<file path="src/rtl/tx_baud_pkg.sv">
// Purpose: Shared constants for the transmit holding and baud generator block
// Assumes: Registers reached over a plain strobe port, 32-bit words
// Notes:   Offsets are byte addresses
package tx_baud_pkg;
  // ----------------------------------------------------------------
  // Register map
  // ----------------------------------------------------------------
  localparam logic [31:0] TX_HOLDING_ADDR  = 32'h4002401c;
  localparam logic [31:0] BAUD_GEN_ADDR    = 32'h40024020;
  localparam logic [31:0] MODE_CTRL_ADDR   = 32'h40024004;
  localparam logic [31:0] WR_PROT_ADDR     = 32'h400240e4;
  localparam logic [31:0] STATUS_ADDR      = 32'h40024014;
  // ----------------------------------------------------------------
  // Field positions
  // ----------------------------------------------------------------
  localparam int CHAR_MSB      = 8;
  localparam int SYNC_BIT      = 15;
  localparam int CD_MSB        = 15;
  localparam int FP_LSB        = 16;
  localparam int FP_MSB        = 18;
  localparam int MODE_LSB      = 0;
  localparam int MODE_MSB      = 1;
  localparam int OVER_BIT      = 2;
  localparam int RATIO_LSB     = 16;
  localparam int RATIO_MSB     = 26;
  localparam int WRITE_PROTECT_ENABLE_BIT      = 0;
  localparam int TX_HOLDING_READY_BIT     = 1;
  // ----------------------------------------------------------------
  // Reset values and factors
  // ----------------------------------------------------------------
  localparam logic [15:0] CD_RESET    = 16'h0000;
  localparam logic [2:0]  FP_RESET    = 3'h0;
  localparam logic [10:0] RATIO_RESET = 11'h174;
  localparam logic [4:0]  OVS_16      = 5'h10;
  localparam logic [4:0]  OVS_8       = 5'h08;
  localparam logic [4:0]  OVS_1       = 5'h01;
  localparam int          FRAC_STEPS  = 8;
  typedef enum logic [1:0] {MODE_ASYNC, MODE_SYNC, MODE_SPI, MODE_ISO} usart_mode_type;
endpackage

</file>
<file path="src/rtl/tx_hold_buf.sv">
// Purpose: Two-entry valid/ready buffer for transmit characters
// Assumes: Same clock as the register port
// Notes:   Full ready only from stored state, no combinational path in to out
`timescale 1ns/1ps
module tx_hold_buf (
  // Clock and reset
  input  wire logic        clk_in,
  input  wire logic        srst_in,
  // Fill side
  input  wire logic        in_valid_in,
  output logic             in_ready_out,
  input  wire logic [9:0]  in_data_in,
  // Drain side
  output logic             out_valid_out,
  input  wire logic        out_ready_in,
  output logic [9:0]       out_data_out
);
  logic [9:0] mem_reg [2];
  logic [9:0] mem_next [2];
  logic       rd_ptr_reg, rd_ptr_next, wr_ptr_reg, wr_ptr_next;
  logic [1:0] count_reg, count_next;
  logic       push, pop;

  assign in_ready_out  = (count_reg != 2'h2);
  assign out_valid_out = (count_reg != 2'h0);
  assign out_data_out  = mem_reg[rd_ptr_reg];
  assign push          = in_valid_in && in_ready_out;
  assign pop           = out_valid_out && out_ready_in;

  always_comb begin
    mem_next    = mem_reg;
    wr_ptr_next = wr_ptr_reg;
    rd_ptr_next = rd_ptr_reg;
    count_next  = count_reg;
    if (push) begin
      mem_next[wr_ptr_reg] = in_data_in;
      wr_ptr_next          = ~wr_ptr_reg;
    end
    if (pop) begin
      rd_ptr_next = ~rd_ptr_reg;
    end
    if (push && !pop) begin
      count_next = count_reg + 2'h1;
    end else if (pop && !push) begin
      count_next = count_reg - 2'h1;
    end
  end

  always_ff @(posedge clk_in) begin
    if (srst_in) begin
      mem_reg[0] <= 10'h000;
      mem_reg[1] <= 10'h000;
      rd_ptr_reg <= 1'b0;
      wr_ptr_reg <= 1'b0;
      count_reg  <= 2'h0;
    end else begin
      mem_reg    <= mem_next;
      rd_ptr_reg <= rd_ptr_next;
      wr_ptr_reg <= wr_ptr_next;
      count_reg  <= count_next;
    end
  end
endmodule

</file>
<file path="src/rtl/usart_tx_holding_baud_gen.sv">
// Purpose: Transmit holding register and baud rate generator
// Assumes: Shifter takes characters over valid/ready, one clock domain
// Notes:   Fractional step stretches some baud periods by one clock
// Function
// - Written 9-bit character goes out next when holding is ready
// - Sync bit 0 marks data delimiter, 1 marks command delimiter
// - Baud register writes ignored while write protection is enabled
// - Async baud is clock over 16 or 8 times divider; zero disables
// - Sync and SPI baud is clock over divider alone
// - Fractional field 0 disables, 1 to 7 adds that many eighths of a clock to the baud period
//
// Implementation choice: the strobed register port.
`timescale 1ns/1ps
module usart_tx_holding_baud_gen
  import tx_baud_pkg::*;
(
  // Clock and reset
  input  wire logic        clk_in,
  input  wire logic        srst_in,
  // Register port
  input  wire logic [31:0] addr_in,
  input  wire logic [31:0] wdata_in,
  input  wire logic        wr_in,
  input  wire logic        rd_in,
  output logic [31:0]      rdata_out,
  // Character stream to the shifter
  output logic             tx_valid_out,
  input  wire logic        tx_ready_in,
  output logic [8:0]       tx_char_value_out,
  output logic             tx_sync_as_command_out,
  // Status and baud
  output logic             tx_holding_ready_out,
  output logic             baud_tick_out
);
  // ----------------------------------------------------------------
  // Registers
  // ----------------------------------------------------------------
  logic [15:0]    clock_divider_reg, clock_divider_next;
  logic [2:0]     fractional_part_reg, fractional_part_next;
  usart_mode_type mode_reg, mode_next;
  logic           over_reg, over_next;
  logic [10:0]    iso_rate_ratio_reg, iso_rate_ratio_next;
  logic           write_protect_enable_reg, write_protect_enable_next;
  logic [31:0]    rdata_reg, rdata_next;
  logic           buf_in_ready;
  logic [9:0]     buf_out;
  logic           hold_wr;

  // Holding write pushes only when there is room; a write while not ready is dropped
  assign hold_wr = wr_in && (addr_in == TX_HOLDING_ADDR);
  assign tx_holding_ready_out = buf_in_ready;

  always_comb begin
    clock_divider_next        = clock_divider_reg;
    fractional_part_next      = fractional_part_reg;
    mode_next                 = mode_reg;
    over_next                 = over_reg;
    iso_rate_ratio_next       = iso_rate_ratio_reg;
    write_protect_enable_next = write_protect_enable_reg;
    rdata_next                = 32'h0000_0000;
    if (wr_in) begin
      case (addr_in)
        BAUD_GEN_ADDR: begin
          if (!write_protect_enable_reg) begin
            clock_divider_next   = wdata_in[CD_MSB:0];
            fractional_part_next = wdata_in[FP_MSB:FP_LSB];
          end
        end
        MODE_CTRL_ADDR: begin
          mode_next           = usart_mode_type'(wdata_in[MODE_MSB:MODE_LSB]);
          over_next           = wdata_in[OVER_BIT];
          iso_rate_ratio_next = wdata_in[RATIO_MSB:RATIO_LSB];
        end
        WR_PROT_ADDR: write_protect_enable_next = wdata_in[WRITE_PROTECT_ENABLE_BIT];
        default: ;
      endcase
    end
    if (rd_in) begin
      case (addr_in)
        BAUD_GEN_ADDR: begin
          rdata_next[CD_MSB:0]      = clock_divider_reg;
          rdata_next[FP_MSB:FP_LSB] = fractional_part_reg;
        end
        MODE_CTRL_ADDR: begin
          rdata_next[MODE_MSB:MODE_LSB]   = mode_reg;
          rdata_next[OVER_BIT]            = over_reg;
          rdata_next[RATIO_MSB:RATIO_LSB] = iso_rate_ratio_reg;
        end
        WR_PROT_ADDR: rdata_next[WRITE_PROTECT_ENABLE_BIT] = write_protect_enable_reg;
        STATUS_ADDR:  rdata_next[TX_HOLDING_READY_BIT] = buf_in_ready;
        default: ;
      endcase
    end
  end

  always_ff @(posedge clk_in) begin
    if (srst_in) begin
      clock_divider_reg        <= CD_RESET;
      fractional_part_reg      <= FP_RESET;
      mode_reg                 <= MODE_ASYNC;
      over_reg                 <= 1'b0;
      iso_rate_ratio_reg       <= RATIO_RESET;
      write_protect_enable_reg <= 1'b0;
      rdata_reg                <= 32'h0000_0000;
    end else begin
      clock_divider_reg        <= clock_divider_next;
      fractional_part_reg      <= fractional_part_next;
      mode_reg                 <= mode_next;
      over_reg                 <= over_next;
      iso_rate_ratio_reg       <= iso_rate_ratio_next;
      write_protect_enable_reg <= write_protect_enable_next;
      rdata_reg                <= rdata_next;
    end
  end
  assign rdata_out = rdata_reg;

  // ----------------------------------------------------------------
  // Holding buffer
  // ----------------------------------------------------------------
  // Queue next character
  tx_hold_buf u_hold (
    .clk_in        (clk_in),
    .srst_in       (srst_in),
    .in_valid_in   (hold_wr),
    .in_ready_out  (buf_in_ready),
    .in_data_in    ({wdata_in[SYNC_BIT], wdata_in[CHAR_MSB:0]}),
    .out_valid_out (tx_valid_out),
    .out_ready_in  (tx_ready_in),
    .out_data_out  (buf_out)
  );
  assign tx_sync_as_command_out = buf_out[9];
  assign tx_char_value_out      = buf_out[8:0];

  // ----------------------------------------------------------------
  // Baud generator
  // ----------------------------------------------------------------
  logic [4:0]  ovs;
  logic [26:0] period;
  logic [26:0] cnt_reg, cnt_next;
  logic [2:0]  frac_acc_reg, frac_acc_next;
  logic        tick_reg, tick_next;
  logic [3:0]  frac_sum;

  always_comb begin
    ovs = over_reg ? OVS_8 : OVS_16;
    if (mode_reg == MODE_SYNC || mode_reg == MODE_SPI) begin
      period = {11'h000, clock_divider_reg};
    end else if (mode_reg == MODE_ISO) begin
      // Operands widened first so the product is not cut to 16 bits
      period = 27'(clock_divider_reg) * 27'(iso_rate_ratio_reg);
    end else begin
      period = 27'(clock_divider_reg) * 27'(ovs);
    end
  end

  always_comb begin
    cnt_next      = cnt_reg;
    frac_acc_next = frac_acc_reg;
    tick_next     = 1'b0;
    frac_sum      = {1'b0, frac_acc_reg} + {1'b0, fractional_part_reg};
    if (clock_divider_reg == CD_RESET) begin
      cnt_next      = 27'h0;
      frac_acc_next = 3'h0;
    end else if (cnt_reg + 27'h1 >= period + 27'(frac_sum[3])) begin
      cnt_next      = 27'h0;
      frac_acc_next = frac_sum[2:0];
      tick_next     = 1'b1;
    end else begin
      cnt_next = cnt_reg + 27'h1;
    end
  end

  always_ff @(posedge clk_in) begin
    if (srst_in) begin
      cnt_reg      <= 27'h0;
      frac_acc_reg <= 3'h0;
      tick_reg     <= 1'b0;
    end else begin
      cnt_reg      <= cnt_next;
      frac_acc_reg <= frac_acc_next;
      tick_reg     <= tick_next;
    end
  end
  assign baud_tick_out = tick_reg;
endmodule

</file>
<file path="config.mk">
export PLATFORM = sky130hd
export DESIGN_NAME = usart_tx_holding_baud_gen
export DESIGN_NICKNAME = d
export VERILOG_FILES = /design/src/rtl/tx_baud_pkg.sv /design/src/rtl/tx_hold_buf.sv /design/src/rtl/usart_tx_holding_baud_gen.sv
export SDC_FILE = /design/constraint.sdc
export NUM_CORES = 1
export LEC_CHECK = 0
export ABC_AREA = 1
export BUFFER_PORTS_ARGS = -buffer_cell sky130_fd_sc_hd__buf_4
export CORE_MARGIN = 2
export CORE_UTILIZATION = 57
export CTS_CLUSTER_DIAMETER = 120
export DETAILED_ROUTE_END_ITERATION = 7
export PLACE_DENSITY = 0.76
export SYNTH_ARGS = -nofsm -noshare
export SYNTH_HDL_FRONTEND = slang
export SYNTH_HIERARCHICAL = 1
export SYNTH_SLANG_ARGS = --single-unit
export TNS_END_PERCENT = 20
</file>
<file path="constraint.sdc">
create_clock -name clk_in -period 14.02 [get_ports clk_in]
set_input_delay 0.701 -clock clk_in [delete_from_list [all_inputs] [get_ports clk_in]]
set_output_delay 0.701 -clock clk_in [all_outputs]
set_load 0.02 [all_outputs]
</file>
==> flow_metrics.tcl <==
set metrics [dict create \
    status "finished clean" \
    min_period_over_period 0.621 \
    routed_wl_microns 39000 \
    synth-main-ff-cell "dfxtp_1" \
    final_cell_mix "nand2_1, inv_1, nor2_1" \
    clock-sinks 116 \
    ys_seq_area_frac 0.160 \
    fin_nets 2586 \
    synth_cell_types 52 \
    rr_worst_depth 36 \
    synth_edf_count 0 \
    grt_pass1_vias 13500 \
    critPathMostFrequentCell "nand2_1" \
    syn2layout_area_growth_pct 10.4 \
    r2r_setup_slack_ns 5.32 \
    slew_viol_final 0 \
    grt_setup_unrepaired "no" \
    cp.required_ns 14.33 \
    drt-vias-per-instance 5.24 \
    synth_xor_area_frac 0.0182 \
    fin_setup_tns_ns 0 \
    p_switching_w 0.000223 \
    drc 0 \
    cts_root_buf "clkbuf_16" \
    r2r_end "frac_acc_reg[2]$_SDFFE_PP0P_" \
    vias 13600 \
    ant_nets 0 \
    max_cap_violations 0 \
    multi_input_area_sq_um 10000 \
    hold_violations 0 \
    finClkSkew_ns 0.0201 \
    grt_overflow 0 \
    final_common_cell "nand2_1" \
    slew-limit-headroom 0.189 \
    whs_path_depth 2 \
    dp_hpwl_microns 30800 \
    muxShareOfSynthArea 0 \
    htreeDepth 4 \
    crit_type "flip-flop to flip-flop" \
    grt_usage 0.306 \
    worst_slew_pin_slew_ns 1.21 \
    clockPowerShare 0.521 \
    core_sq_um 25000 \
    synth_top_family_by_area "simple AND/OR/NAND/NOR gates" \
    cp_max_fo 29 \
    gp_congestion 0.950 \
    min_from "frac_acc_reg[0]$_SDFFE_PP0P_" \
    ctsHoldBuffers 0 \
    crit_path_max_incr_delay_ns 0.86 \
    cp.arrival_ns 9.01 \
    power_frac_comb 0.073 \
    dieArea_sq_um 26700 \
    postSynthCellCount 2180 \
    setup_violations 0 \
    synthArstFlopShare 0 \
    die_w_microns 163 \
    drt-initial-drc-count 1030 \
    pin_count 114 \
    portBuffers 103 \
    grt_max_degree 39 \
    dieHeight_microns 163 \
    syn_area_sq_um 14500 \
    layout-drive-gt1-share 0.0809 \
    p_leak_nw 9.14 \
    end_kind "flip-flop" \
    yosys.area_share.simple 0.303 \
    hold_end "frac_acc_reg[0]$_SDFFE_PP0P_" \
    clock.fmax_mhz 115 \
    cts_resized 0 \
    antenna_found_initial 0 \
    cts_tree "built" \
    rr_startpoint "iso_rate_ratio_reg[10]$_SDFFE_PP0P_" \
    ir_worst_vdd_mv 0.0727 \
    yosysWarnings 6 \
    cp_slowest_cell "dfxtp_1" \
    hold_class "flip-flop to flip-flop" \
    placed_cell_area_sq_um 15400 \
    initial_utilization 0.578 \
    power_density_nw_per_um2 51.2 \
    seq_area_sq_um 2320 \
    n_antenna_cell 0 \
    swShare 0.273 \
    internal_power_w 0.000595 \
    grt_first_pass_wirelength_microns 65100 \
    pwr-share-seq 0.406 \
    syn_area_per_cell_sq_um 6.64 \
    synth-seq-cells 116 \
    postCtsSetupBuffers 0 \
    wl_per_cell_microns 15.1 \
    rows 58 \
    fillCellCount 2280 \
    clock_path_buffers 2 \
    period_minus_slack_ns 8.70 \
    firstDrtPassIters 5 \
    cp-start-kind "flip-flop" \
    insertion_delay_ns 0.43 \
    fin_area_sq_um 16000 \
    synth_compound_area_frac 0.0667 \
    cts.clk_slew.worst_paths_ns 0.06 \
    numCtsBuffers 17 \
    synth-adder-area-share 0.298 \
]
## how the worst max path moves through the flow
stage	start	endpoint	slack [ns]	cells after the start
4_1_cts	iso_rate_ratio_reg[10]$_SDFFE_PP0P_	frac_acc_reg[2]$_SDFFE_PP0P_	5.40	36
3_5_place_dp	iso_rate_ratio_reg[10]$_SDFFE_PP0P_	frac_acc_reg[2]$_SDFFE_PP0P_	5.44	36
2_1_floorplan	iso_rate_ratio_reg[10]$_SDFFE_PP0P_	cnt_reg[12]$_SDFF_PP0_	6.99	38
5_1_grt	iso_rate_ratio_reg[10]$_SDFFE_PP0P_	frac_acc_reg[2]$_SDFFE_PP0P_	4.72	36
3_3_place_gp	iso_rate_ratio_reg[10]$_SDFFE_PP0P_	frac_acc_reg[2]$_SDFFE_PP0P_	5.57	36
6_report	iso_rate_ratio_reg[10]$_SDFFE_PP0P_	frac_acc_reg[2]$_SDFFE_PP0P_	5.32	36
## power by group through the flow
stage / Sequential (W) / Combinational, W / Clock (W)
6_report: 0.000332 / 0.0000595 / 0.000426
5_1_grt: 0.000332 / 0.0000657 / 0.000449
4_1_cts: 0.000332 / 0.0000589 / 0.000434
3_5_place_dp: 0.000340 / 0.0000580 / 0
3_3_place_gp: 0.000340 / 0.0000569 / 0
2_1_floorplan: 0.000338 / 0.0000349 / 0
## per-layer routing
layer  up-vias  global-route usage  routed length (microns)
li1       6736                   -                        -
met1      6324               0.396                    16800
met2       441               0.528                    18500
met3        70              0.0498                     2830
met4         0              0.0885                      892
met5         -                   0                        0
## critical path, delay by kind of cell (launching register included)
kind | cells | cell delay [ns]
simple gates | 21 | 3.50
fa+ha+maj | 7 | 3.41
flops | 1 | 0.86
buf+inv | 6 | 0.46
compound gates | 2 | 0.37
## kinds of logic after synthesis
| group | after synthesis |
|---|---|
| AND/OR/NAND/NOR | 1040 |
| adder cells (fa/ha/maj) | 268 |
| AO/OA/AOI/OAI | 155 |
| flip-flops | 116 |
| other | 2 |
| buffers and inverters | 569 |
| XOR/XNOR | 30 |
## cell usage after synthesis (all sizes together), types with 3 or more instances
library cell | n | area, sq um
a211oi | 29 | 218
a21oi | 51 | 285
and2 | 3 | 18.8
buf | 21 | 154
clkbuf | 55 | 206
dfxtp | 116 | 2320
fa | 128 | 2560
ha | 140 | 1750
inv | 491 | 1850
nand2 | 620 | 2350
nand3 | 117 | 636
nand3b | 4 | 30.0
nand4 | 36 | 225
nor2 | 223 | 892
nor3 | 21 | 133
nor4 | 13 | 81.3
o211ai | 5 | 37.5
o21ai | 46 | 234
o21bai | 4 | 30.0
o22ai | 8 | 63.8
xnor2 | 4 | 35.0
xor2 | 26 | 228
## metrics by stage
| step | hold WS [ns] | power [W] | setup WS [ns] | std cells | utilization |
|---|---|---|---|---|---|
| floorplan | 0.430 | 0.000373 | 6.99 | 2198 | - |
| global placement | 0.443 | 0.000397 | 5.57 | 2560 | 0.615 |
| detailed placement | 0.448 | 0.000398 | 5.44 | 2560 | 0.615 |
| CTS | 0.462 | 0.000825 | 5.40 | 2592 | 0.638 |
| global route | 0.483 | 0.000848 | 4.72 | 2592 | 0.638 |
| finish | 0.459 | 0.000818 | 5.32 | 2592 | 0.638 |
## layout make-up
type | instances | area share
clock buffer | 18 | 0.0275
clock inverter | 14 | 0.00822
inverter | 493 | 0.116
multi-input combinational | 1513 | 0.626
sequential | 116 | 0.145
tap | 330 | 0.0258
timing repair buffer | 108 | 0.0507
No activity file was read; power rests on OpenSTA's default activity.
